**src/bus_partition_pkg.sv**
```systemverilog
package bus_partition_pkg;

    // register byte addresses on the avalon slave
    localparam logic [7:0]  OFS_RAM_USER_PROGRAM_BASE   = 8'h00;
    localparam logic [7:0]  OFS_RAM_SIZE_REPORT         = 8'h04;
    localparam logic [7:0]  OFS_FLASH_USER_PROGRAM_BASE = 8'h08;
    localparam logic [7:0]  OFS_FLASH_SIZE_REPORT       = 8'h0c;
    localparam logic [7:0]  OFS_REGION_STATUS           = 8'h10;

    // writable fields of the two base registers
    localparam int          RAM_BASE_FIELD_LSB          = 10;
    localparam int          RAM_BASE_FIELD_MSB          = 15;
    localparam int          FLASH_BASE_FIELD_LSB        = 11;
    localparam int          FLASH_BASE_FIELD_MSB        = 19;
    localparam logic [31:0] RAM_BASE_WRITE_MASK         = 32'h0000fc00;
    localparam logic [31:0] FLASH_BASE_WRITE_MASK       = 32'h000ff800;
    localparam logic [31:0] BASE_RESET_VALUE            = 32'h00000000;

    // size report values per device variant
    localparam logic [31:0] RAM_SIZE_4K                 = 32'h00001000;
    localparam logic [31:0] RAM_SIZE_8K                 = 32'h00002000;
    localparam logic [31:0] RAM_SIZE_16K                = 32'h00004000;
    localparam logic [31:0] RAM_SIZE_32K                = 32'h00008000;
    localparam logic [31:0] RAM_SIZE_64K                = 32'h00010000;
    localparam logic [31:0] FLASH_SIZE_16K              = 32'h00004000;
    localparam logic [31:0] FLASH_SIZE_32K              = 32'h00008000;
    localparam logic [31:0] FLASH_SIZE_64K              = 32'h00010000;
    localparam logic [31:0] FLASH_SIZE_128K             = 32'h00020000;
    localparam logic [31:0] FLASH_SIZE_256K             = 32'h00040000;

    // region status register layout
    localparam int          STAT_RAM_REGION_LSB         = 0;
    localparam int          STAT_RAM_OUT_OF_RANGE       = 2;
    localparam int          STAT_RAM_SEEN               = 3;
    localparam int          STAT_FLASH_USER             = 4;
    localparam int          STAT_FLASH_OUT_OF_RANGE     = 5;
    localparam int          STAT_FLASH_SEEN             = 6;

    // avalon response codes
    localparam logic [1:0]  RESP_OKAY                   = 2'b00;
    localparam logic [1:0]  RESP_DECODE_ERROR           = 2'b11;
    localparam logic [31:0] READ_ZERO                   = 32'h00000000;

    typedef enum logic [1:0] {
        region_kernel_data,
        region_kernel_program,
        region_user_data,
        region_user_program
    } region_type;

    // a zero base disables its boundary: the region below runs to the end
    function automatic logic [31:0] effective_bound(input logic [31:0] base, input logic [31:0] size);
        effective_bound = (base == 32'h00000000) ? size : base;
    endfunction

endpackage

```
**src/partition_classifier.sv**
```systemverilog
`timescale 1ns/100ps

module partition_classifier
    import bus_partition_pkg::*;
#(
    parameter int NUM_BOUNDS = 3
) (
    input  wire logic [31:0]                 offset_in,
    input  wire logic [NUM_BOUNDS-1:0][31:0] bounds_in,
    input  wire logic [31:0]                 size_in,
    output logic      [1:0]                  index_out,
    output logic                             out_of_range_out
);

    logic [NUM_BOUNDS-1:0] at_or_above;

    // one comparator per ascending boundary
    generate
        for (genvar i = 0; i < NUM_BOUNDS; i++) begin : g_cmp
            assign at_or_above[i] = offset_in >= effective_bound(bounds_in[i], size_in);
        end
    endgenerate

    // boundaries ascend, so the count of passed ones names the region
    always_comb begin
        logic [1:0] count;
        count = 2'h0;
        for (int i = 0; i < NUM_BOUNDS; i++) begin
            count = count + {1'b0, at_or_above[i]};
        end
        index_out        = count;
        out_of_range_out = offset_in >= size_in;
    end

endmodule

```
**src/bus_matrix_memory_partition.sv**
```systemverilog
`timescale 1ns/100ps
// How it works
// Bits 31 to 16 of the ram user-program base read as zero and writes to them are dropped.
// A non-zero value in bits 15 to 10 of that base marks the start of user program space in data ram.
// Software must set the ram user-program base above the ram user-data base.
// Bits 9 to 0 of the ram user-program base are read-only zero, giving 1 KB steps.
// Reset clears both user-program bases, leaving all of data ram to kernel data.
// Software must keep the ram user-program base at or below the reported data ram size.
// The data ram size report is a 32-bit read-only register that writes cannot change.
// The data ram size report holds a fixed byte count from 4 KB to 64 KB chosen by the variant.
// Bits 31 to 20 of the flash user-program base read as zero and writes to them are dropped.
// Bits 19 to 11 of the flash user-program base mark the start of user program space in flash.
// Bits 10 to 0 of the flash user-program base are read-only zero, giving 2 KB steps.
// Software must keep the flash user-program base at or below the reported flash size.
// The flash size report is a fixed read-only byte count from 16 KB to 256 KB chosen by the variant.
// Software must place the ram user-data base above the ram kernel-program base.
// Each ram and flash access offset is compared with the bases to find its kernel or user region.

module bus_matrix_memory_partition
    import bus_partition_pkg::*;
#(
    parameter logic [31:0] RAM_SIZE_BYTES   = RAM_SIZE_64K,
    parameter logic [31:0] FLASH_SIZE_BYTES = FLASH_SIZE_256K
) (
    input  wire logic        clk_in,
    input  wire logic        reset_n_in,
    // avalon-mm slave
    input  wire logic [7:0]  avs_address_in,
    input  wire logic        avs_read_in,
    input  wire logic        avs_write_in,
    input  wire logic [31:0] avs_writedata_in,
    input  wire logic [3:0]  avs_byteenable_in,
    output logic      [31:0] avs_readdata_out,
    output logic      [1:0]  avs_response_out,
    output logic             avs_waitrequest_out,
    // bases held by the neighbouring matrix registers
    input  wire logic [31:0] ram_kernel_program_base_in,
    input  wire logic [31:0] ram_user_data_base_in,
    // access offsets, relative to the start of each memory
    input  wire logic        ram_access_valid_in,
    input  wire logic [31:0] ram_access_offset_in,
    input  wire logic        flash_access_valid_in,
    input  wire logic [31:0] flash_access_offset_in,
    // classification results, one cycle after the access
    output logic             ram_result_valid_out,
    output region_type       ram_region_out,
    output logic             ram_out_of_range_out,
    output logic             flash_result_valid_out,
    output logic             flash_user_program_out,
    output logic             flash_out_of_range_out,
    // current bases, for the matrix address decoders
    output logic      [31:0] ram_user_program_base_out,
    output logic      [31:0] flash_user_program_base_out
);

    ////////////////////////////////////////////////////////////////////////////////
    // state

    typedef struct packed {
        logic [31:0] ram_upb;
        logic [31:0] flash_upb;
        logic        ack;
        logic [31:0] rdata;
        logic [1:0]  resp;
        logic        ram_valid;
        region_type  ram_region;
        logic        ram_oor;
        logic        ram_seen;
        logic        flash_valid;
        logic        flash_user;
        logic        flash_oor;
        logic        flash_seen;
    } state_type;

    localparam state_type STATE_RESET = '{
        ram_upb:     BASE_RESET_VALUE,
        flash_upb:   BASE_RESET_VALUE,
        ack:         1'b0,
        rdata:       READ_ZERO,
        resp:        RESP_OKAY,
        ram_valid:   1'b0,
        ram_region:  region_kernel_data,
        ram_oor:     1'b0,
        ram_seen:    1'b0,
        flash_valid: 1'b0,
        flash_user:  1'b0,
        flash_oor:   1'b0,
        flash_seen:  1'b0
    };

    state_type state_q;
    state_type state_d;

    ////////////////////////////////////////////////////////////////////////////////
    // region classification

    logic [2:0][31:0] ram_bounds;
    logic [0:0][31:0] flash_bounds;
    logic [1:0]       ram_index;
    logic             ram_oor_now;
    logic [1:0]       flash_index;
    logic             flash_oor_now;

    // kernel program, user data, user program: ascending by software's ordering
    assign ram_bounds[0]   = ram_kernel_program_base_in;
    assign ram_bounds[1]   = ram_user_data_base_in;
    assign ram_bounds[2]   = state_q.ram_upb;
    assign flash_bounds[0] = state_q.flash_upb;

    partition_classifier #(
        .NUM_BOUNDS       (3)
    ) u_ram_classifier (
        .offset_in        (ram_access_offset_in),
        .bounds_in        (ram_bounds),
        .size_in          (RAM_SIZE_BYTES),
        .index_out        (ram_index),
        .out_of_range_out (ram_oor_now)
    );

    partition_classifier #(
        .NUM_BOUNDS       (1)
    ) u_flash_classifier (
        .offset_in        (flash_access_offset_in),
        .bounds_in        (flash_bounds),
        .size_in          (FLASH_SIZE_BYTES),
        .index_out        (flash_index),
        .out_of_range_out (flash_oor_now)
    );

    ////////////////////////////////////////////////////////////////////////////////
    // bus decode

    logic        request;
    logic        commit;
    logic [31:0] byte_mask;
    logic [31:0] status_word;

    assign request   = avs_read_in | avs_write_in;
    // the answer comes on the second edge of a request; the first edge only stages read data
    assign commit    = request & state_q.ack;
    assign byte_mask = {{8{avs_byteenable_in[3]}}, {8{avs_byteenable_in[2]}},
                        {8{avs_byteenable_in[1]}}, {8{avs_byteenable_in[0]}}};

    always_comb begin
        status_word = READ_ZERO;
        status_word[STAT_RAM_REGION_LSB +: 2] = state_q.ram_region;
        status_word[STAT_RAM_OUT_OF_RANGE]    = state_q.ram_oor;
        status_word[STAT_RAM_SEEN]            = state_q.ram_seen;
        status_word[STAT_FLASH_USER]          = state_q.flash_user;
        status_word[STAT_FLASH_OUT_OF_RANGE]  = state_q.flash_oor;
        status_word[STAT_FLASH_SEEN]          = state_q.flash_seen;
    end

    ////////////////////////////////////////////////////////////////////////////////
    // next state

    always_comb begin
        state_d = state_q;

        // handshake: ack rises after one wait cycle, drops after the answer
        state_d.ack = request & ~state_q.ack;

        // stage read data and response during the wait cycle
        if (request && !state_q.ack) begin
            state_d.resp  = RESP_OKAY;
            state_d.rdata = READ_ZERO;
            if (avs_address_in == OFS_RAM_USER_PROGRAM_BASE) begin
                state_d.rdata = state_q.ram_upb;
            end else if (avs_address_in == OFS_RAM_SIZE_REPORT) begin
                state_d.rdata = RAM_SIZE_BYTES;
            end else if (avs_address_in == OFS_FLASH_USER_PROGRAM_BASE) begin
                state_d.rdata = state_q.flash_upb;
            end else if (avs_address_in == OFS_FLASH_SIZE_REPORT) begin
                state_d.rdata = FLASH_SIZE_BYTES;
            end else if (avs_address_in == OFS_REGION_STATUS) begin
                state_d.rdata = status_word;
            end else begin
                // unmapped or misaligned: zero data, decode error
                state_d.resp = RESP_DECODE_ERROR;
            end
        end

        // writes land on the edge where waitrequest is low; size reports ignore them
        if (commit && avs_write_in) begin
            if (avs_address_in == OFS_RAM_USER_PROGRAM_BASE) begin
                // only bits 15..10 are kept; upper and lower bits stay zero
                state_d.ram_upb = (state_q.ram_upb & ~(RAM_BASE_WRITE_MASK & byte_mask))
                                | (avs_writedata_in & RAM_BASE_WRITE_MASK & byte_mask);
            end else if (avs_address_in == OFS_FLASH_USER_PROGRAM_BASE) begin
                state_d.flash_upb = (state_q.flash_upb & ~(FLASH_BASE_WRITE_MASK & byte_mask))
                                  | (avs_writedata_in & FLASH_BASE_WRITE_MASK & byte_mask);
            end
        end

        // classification results; no range check on bases, software keeps them in bounds
        state_d.ram_valid = ram_access_valid_in;
        if (ram_access_valid_in) begin
            state_d.ram_region = region_type'(ram_index);
            state_d.ram_oor    = ram_oor_now;
            state_d.ram_seen   = 1'b1;
        end

        state_d.flash_valid = flash_access_valid_in;
        if (flash_access_valid_in) begin
            state_d.flash_user = flash_index[0];
            state_d.flash_oor  = flash_oor_now;
            state_d.flash_seen = 1'b1;
        end

        // reading status clears the seen flags, but a new access in the same cycle wins
        if (commit && avs_read_in && avs_address_in == OFS_REGION_STATUS) begin
            state_d.ram_seen   = ram_access_valid_in;
            state_d.flash_seen = flash_access_valid_in;
        end
    end

    ////////////////////////////////////////////////////////////////////////////////
    // registers

    always_ff @(posedge clk_in or negedge reset_n_in) begin
        if (!reset_n_in) begin
            state_q <= STATE_RESET;
        end else begin
            state_q <= state_d;
        end
    end

    ////////////////////////////////////////////////////////////////////////////////
    // outputs

    assign avs_waitrequest_out         = request & ~state_q.ack;
    assign avs_readdata_out            = state_q.rdata;
    assign avs_response_out            = state_q.resp;
    assign ram_result_valid_out        = state_q.ram_valid;
    assign ram_region_out              = state_q.ram_region;
    assign ram_out_of_range_out        = state_q.ram_oor;
    assign flash_result_valid_out      = state_q.flash_valid;
    assign flash_user_program_out      = state_q.flash_user;
    assign flash_out_of_range_out      = state_q.flash_oor;
    assign ram_user_program_base_out   = state_q.ram_upb;
    assign flash_user_program_base_out = state_q.flash_upb;

endmodule

```
**config.mk**
```make
export PLATFORM = sky130hd
export DESIGN_NAME = bus_matrix_memory_partition
export DESIGN_NICKNAME = d
export VERILOG_FILES = /design/src/bus_partition_pkg.sv /design/src/partition_classifier.sv /design/src/bus_matrix_memory_partition.sv
export SDC_FILE = /design/constraint.sdc
export NUM_CORES = 1
export LEC_CHECK = 0
export ABC_AREA = 1
export BUFFER_PORTS_ARGS = -buffer_cell sky130_fd_sc_hd__buf_2
export CORE_AREA = 2 2 116 107
export CTS_BUF_LIST = sky130_fd_sc_hd__clkbuf_8
export CTS_CLUSTER_SIZE = 8
export DETAILED_ROUTE_END_ITERATION = 7
export DIE_AREA = 0 0 118 109
export PLACE_DENSITY = 0.88
export SKIP_LAST_GASP = 1
export SYNTH_ARGS = -nofsm -noshare
export SYNTH_HDL_FRONTEND = slang
export SYNTH_SLANG_ARGS = --single-unit
```
**constraint.sdc**
```tcl
create_clock -name clk_in -period 3.2 [get_ports clk_in]
set_clock_uncertainty 0.2 [all_clocks]
set_input_delay 0.16 -clock clk_in [delete_from_list [all_inputs] [get_ports clk_in]]
set_output_delay 0.16 -clock clk_in [all_outputs]
set_load 0.05 [all_outputs]
```
==> summary.md, run 1 <==
| Metric | Value |
|---|---|
| Status | completed |
| Final hold slack | 0.01303 ns |
| Inserted Diodes | 0 |
| Final hold viol count | 0 |
| Crit path cell chain | nor4_1 > nand3_1 > ha_1 > inv_1 > nor2_1 > nand4_1 > nor2_1 > nand2_1 > nand3_1 > fa_1 > nand2_1 > o21ai_0 |
| Die Ht | between 100 and 150 µm |
| Slew margin rel. | 37.67% |
| CTS Root Cell | clkbuf_8 |
| Worst slack, placed | 0.4787 ns |
| Antenna violations before repair | 0 |
| CTS tree | done |
| DRC | 0 |
| Post-route setup TNS | 0 ns |
| Pwr dens | 277.0 nW/µm² |
| CTS resizes | 0 |
| Kind of critical path | flop to flop |
| # rows | 38 |
| Avg Cell Area, Syn | 6.984 µm² |
| Final worst path period need | 2.648 ns |
| Crit-path max cell delay | 0.46 ns |
| Fin nets | roughly 1200 |
| Area growth from synthesis to layout | 17.18% |
| Worst R2R End | ram_region_out[0] |
| Final count of pins violating max slew | 0 |
| Max frequency | ~380 MHz |
| Initial DRT Pass Iterations | 4 |
| Most common library cell in the layout ignoring fill and taps | buf_2 |
| Cell area after synthesis | 5126 µm² |
| Slowest cell on the critical path | dfrtp_1 |
| Crit path max fanout | 5 |
| H-tree Lvls | 2 |
| Hold Crit Depth | 3 |
| Unrepaired setup endpoints after global routing | false |
| Gp weighted congestion | 0.8712 |
| Core ar. | about 12000 µm² |
| Synth cell types | 32 |
| I/O pin count | 284 |
| Gr ovfl total | 0 |
| Critical path arrival | 2.64 ns |
| Finish-stage setup viols | 0 |
| Total number of vias | 5003 |
| Sequential share of the synthesized area | a little over a fifth |
| Buffer depth of the longest clock path | 2 |
| Per-cell routed wire length | 11.99 µm |
| Final Cycle Share | 82.74% |
| Worst hold path type | primary input to flop |
| # port buffers | 195 |
| Vias/cell | ~4.7 |
| Clk pin slew, worst setup/hold paths | 0.08 ns |
| Hold Startpoint | avs_byteenable_in[2] |
| Setup WS post-layout | between 0.5 and 0.6 ns |
| Die ar. | 12860 µm² |
| Post-synth top area share | 20.99% |
| R2R depth | 12 |
| Drt initial violations | 256 |
| Most frequent cells in the layout | buf_2, nand2_1, inv_1 |
| Vias in the first global route | between 4000 and 5000 |
| Register-to-register setup slack | between 0.5 and 0.6 ns |
| Initial Util | 43.65% |
| Fin cells | 1070 |
| P_leak | 0.003548 µW |
| Synthesis-stage register bit count | 43 |
| MaxCap Viol Count | 0 |
| First-pass GRT wire length | 20.31 mm |
| DP Wirelength | 11.09 mm |
| Placed Cells incl. Taps | around 1000 |
| All-Layer GR Usage | roughly a fifth |
| Buf/Inv on CP | 1 |
| Post-synth top area cell | dfrtp_1 |
| WP data required | 3.19 ns |
| Die width | approximately 120 µm |
| Worst-Margin Slew | around 0.93 ns |
| CP Launch Type | flop |
| WP depth | 12 |
| Skew-Pair Late Insertion Delay | 0.30 ns |
| Proportion of layout cells with a drive suffix above 1 | around a quarter |
| Drt total wl | 12.83 mm |
| ANT nets after route | 0 |
| Setup Fix Bufs, Post-CTS | 0 |
| Peak supply drop | roughly 150 µV |
| CP Capture Type | flop |
| Ranking of synthesized cells by area | dfrtp_1, ha_1, buf_4 |
| Largest net degree at the start of global routing | 44 |
| Post-CTS Hold Buffers | 16 |
| Critical path's top delay family | simple AND/OR/NAND/NOR gates |
| Number of CTS-inserted buffers | 5 |
| Cell count after synthesis | about 730 |
| CTS Sinks | 43 |
| Yosys warning total | 0 |
report_power, final:
part / internal, µW / switching, µW
logic: 217 / 527
registers: 567 / 16.4
clock network: 149 / 186
final cells by class:
class	count	area (µm²)
Fill cell	1156	5737
Multi-Input combinational cell	532	3070
Timing Repair Buffer	212	1144
Sequential cell	43	1076
Inverter	115	431.7
Tap cell	160	200.2
Clock buffer	5	68.82
Clock inverter	3	16.27
worst max-delay path by stage:
stage	to	slack, ns
after floorplan	ram_region_out[0]	0.89
after global placement	ram_region_out[0]	0.53
after detailed placement	ram_region_out[0]	0.48
after CTS	ram_region_out[0]	0.52
after global routing	ram_region_out[0]	0.30
final	ram_region_out[0]	0.55
per-stage QoR:
step / utilization [%] / total power, µW / area (µm²)
finish: 51.15 / 1664 / 6007
global route: 51.15 / 1768 / 6007
CTS: 51.15 / 1665 / 6007
detailed placement: 49.06 / 1322 / 5762
global placement: 49.06 / 1304 / 5762
floorplan: - / 1191 / 5363
worst register-to-register path, stage by stage, from the launching register on:
cell and delay, ns:
dfrtp_1 0.46, nor4_1 0.29, nand3_1 0.13, ha_1 0.30, inv_1 0.03, nor2_1 0.14
nand4_1 0.14, nor2_1 0.10, nand2_1 0.05, nand3_1 0.09, fa_1 0.46, nand2_1 0.09
o21ai_0 0.07
metal layers:
metal	vias to the layer above	part of all wire, %	track usage, %
li1	2542	-	-
met1	2264	42	23.51
met2	183	51	35.84
met3	14	5.7	2.301
met5	-	0	0
met4	0	1.2	5.938
cells in the mapped netlist:
cell	n
a21o_1	4
nand2_2	3
nor2_1	92
nand3_2	1
fa_1	1
a21oi_2	5
o21ai_1	3
buf_6	1
nand3b_1	1
and2_1	1
nor2_4	2
dfrtp_1	43
nor3_1	3
nor3_4	1
nor2_2	6
ha_1	80
nand3_1	21
clkbuf_1	6
inv_2	4
nand4_2	1
a21oi_1	47
nand3_4	1
conb_1	1
nand2_1	137
buf_4	100
inv_1	111
o21ai_0	16
o21a_1	5
nand4_1	19
nor4_1	10
a31oi_1	2
o31ai_1	6
kinds of logic after synthesis:
kind of cell | share of synthesized area, %
buf+inv | 23.72
flops | 20.99
simple gates | 25.56
compound gates | 9.739
fa+ha+maj | 19.92
other cells | 0.07315
Note: power is estimated with default switching activity, not from simulation.
==> inputs of run 2 (changes only) <==
clock period = 2.8 ns   (was 3.2 ns; I/O delays follow)
==> summary.md, run 2 (same netlist as run 1, synthesis figures left out) <==
| Metric | Value |
|---|---|
| Critical path arrival | 2.52 ns (-0.12 ns) |
| Kind of critical path | flop to flop |
| Final count of pins violating max slew | 0 (unchanged) |
| # port buffers | 195 (unchanged) |
| Largest net degree at the start of global routing | 44 (unchanged) |
| Inserted Diodes | 0 (unchanged) |
| Status | completed |
| Crit path max fanout | 4 (-1) |
| Final hold viol count | 0 (unchanged) |
| Core ar. | 11740 µm² (unchanged) |
| P_leak | 0.003566 µW (+0.51%) |
| DRC | 0 (unchanged) |
| Number of fill cells in the layout | 1139 (-1.5%) |
| Vias/cell | 4.651 (-0.52%) |
| Drt total wl | 13.06 mm (+1.8%) |
| Finish-stage setup viols | 0 (unchanged) |
| Power Total | 1904 µW (+14%) |
| Most common library cell in the layout ignoring fill and taps | buf_2 |
| Placed Cells incl. Taps | 1048 (+0.19%) |
| Final worst path period need | 2.540 ns (-0.1076 ns) |
| CTS Root Cell | clkbuf_8 |
| CTS Sinks | 43 (unchanged) |
| Skew-Pair Late Insertion Delay | 0.29 ns (about the same) |
| Fin nets | 1174 (+0.51%) |
| Fin cells | 1076 (+0.56%) |
| Final Cycle Share | 90.71% (+8.0 points) |
| DP Wirelength | 11.32 mm (+2.1%) |
| Footprint of the multi-input gates | 3077 µm² (+0.20%) |
| Slew margin rel. | 37.29% (-0.38 points) |
| Gr ovfl total | 0 (unchanged) |
| MaxCap Viol Count | 0 (unchanged) |
| WP data required | 2.78 ns (-0.41 ns) |
| Drt initial violations | 245 (-4.3%) |
| Initial Util | 43.65% (unchanged) |
| First-pass GRT wire length | 20.86 mm (+2.7%) |
| CTS tree | done |
| Number of CTS-inserted buffers | 5 (unchanged) |
| Die ar. | 12860 µm² (unchanged) |
| Clk pin slew, worst setup/hold paths | 0.08 ns (about the same) |
| Setup WS post-layout | 0.2600 ns (-0.2924 ns) |
| Peak supply drop | 172.0 µV (+14%) |
| Die width | 118 µm (unchanged) |
| H-tree Lvls | 2 (unchanged) |
| Post-route setup TNS | 0 ns (unchanged) |
| Buffer depth of the longest clock path | 2 (unchanged) |
| Max frequency | 393.7 MHz (+4.2%) |
| Proportion of layout cells with a drive suffix above 1 | 25.11% (+0.16 points) |
| Worst hold path type | primary input to flop |
| Gp weighted congestion | 0.8634 (-0.90%) |
| Pwr dens | 313.7 nW/µm² (+13%) |
| Worst-Margin Slew | 0.9406 ns (+0.005707 ns) |
| Initial DRT Pass Iterations | 4 (unchanged) |
| All-Layer GR Usage | 19.71% (+0.43 points) |
| CP Capture Type | flop |
| Register area | 1076 µm² (unchanged) |
| Total number of vias | 5005 (+0.040%) |
| # rows | 38 (unchanged) |
| CP Launch Type | flop |
| Area growth from synthesis to layout | 18.38% |
| I/O pin count | 284 (unchanged) |
| Per-cell routed wire length | 12.14 µm (+1.2%) |
| Worst slack, placed | 0.1007 ns (-0.3780 ns) |
| Unrepaired setup endpoints after global routing | false |
| Vias in the first global route | 4807 (+3.6%) |
| Die Ht | 109 µm (unchanged) |
| Antenna violations before repair | 0 (unchanged) |
| Most frequent cells in the layout | buf_2, nand2_1, inv_1 |
| ANT nets after route | 0 (unchanged) |
[run 2: changes by cell type in the layout (fill, tap and decap cells not counted), sizes merged]
| cell | previous run | this run |
|---|---|---|
| dlygate4sd3 | 16 | 20 |
| buf | 196 | 198 |
[run 2: where the power goes]
group          internal [µW]  total [µW]  leakage [µW]  switching (µW)
Clock                    171         381     0.0000453             210
Sequential               648         666      0.000491            17.7
Combinational            252         857       0.00303             605
[run 2: critical path, stage by stage, from the launching register on]
cell and delay, ns:
dfrtp_1 0.43, nor4_2 0.23, nand3_1 0.12, ha_1 0.29
inv_1 0.04, nor2_1 0.14, nand4_1 0.13, nor2_1 0.10
nand2_1 0.05, nand3_1 0.09, fa_1 0.45, nand2_1 0.08
o21ai_0 0.07
[run 2: worst paths after layout]
path | from | cells past startpoint | to | slack, ns
worst min register to register | avs_readdata_out[6] | 2 | avs_readdata_out[6] | 0.28
max in group asynchronous | reset_n_in | 2 | avs_readdata_out[2] | 1.48
worst min-delay path | flash_access_offset_in[24] | 5 | flash_out_of_range_out | 0.03
worst max-delay path | flop | 12 | ram_region_out[0] | 0.26
min in group asynchronous | reset_n_in | 2 | avs_readdata_out[5] | 0.34
worst max register to register | flop | 12 | ram_region_out[0] | 0.26
[run 2: area by class of cell]
class	count	area share [%]
Clock inverter	3	0.2680
Multi-Input combinational cell	532	50.70
Sequential cell	43	17.73
Clock buffer	5	1.134
Inverter	115	7.113
Timing Repair Buffer	218	19.75
Tap cell	160	3.299
[run 2: metal layers]
metal	part of all wire (%)	global-route usage, %	routed length, µm
met5	0	0	0
met4	2.4	7.315	308
met3	5.6	3.190	731
met2	50	36.92	6559
met1	42	22.82	5463
[run 2: through the flow]
stage	hold WS, ns	area [µm²]	util [%]
3_5_place_dp	0.09242	5777	49.19
4_1_cts	0.008284	6062	51.62
5_1_grt	0.04576	6068	51.67
2_1_floorplan	-0.3556	5363	-
3_3_place_gp	0.09179	5777	49.19
6_report	0.03218	6068	51.67
[run 2: timing repair]
action | CTS | global route
buffers inserted | 0 | 0
hold buffers | 20 | 0
setup endpoints to repair | 0 | 1
hold endpoints to repair | 66 | 0
gates resized for setup | 0 | 1
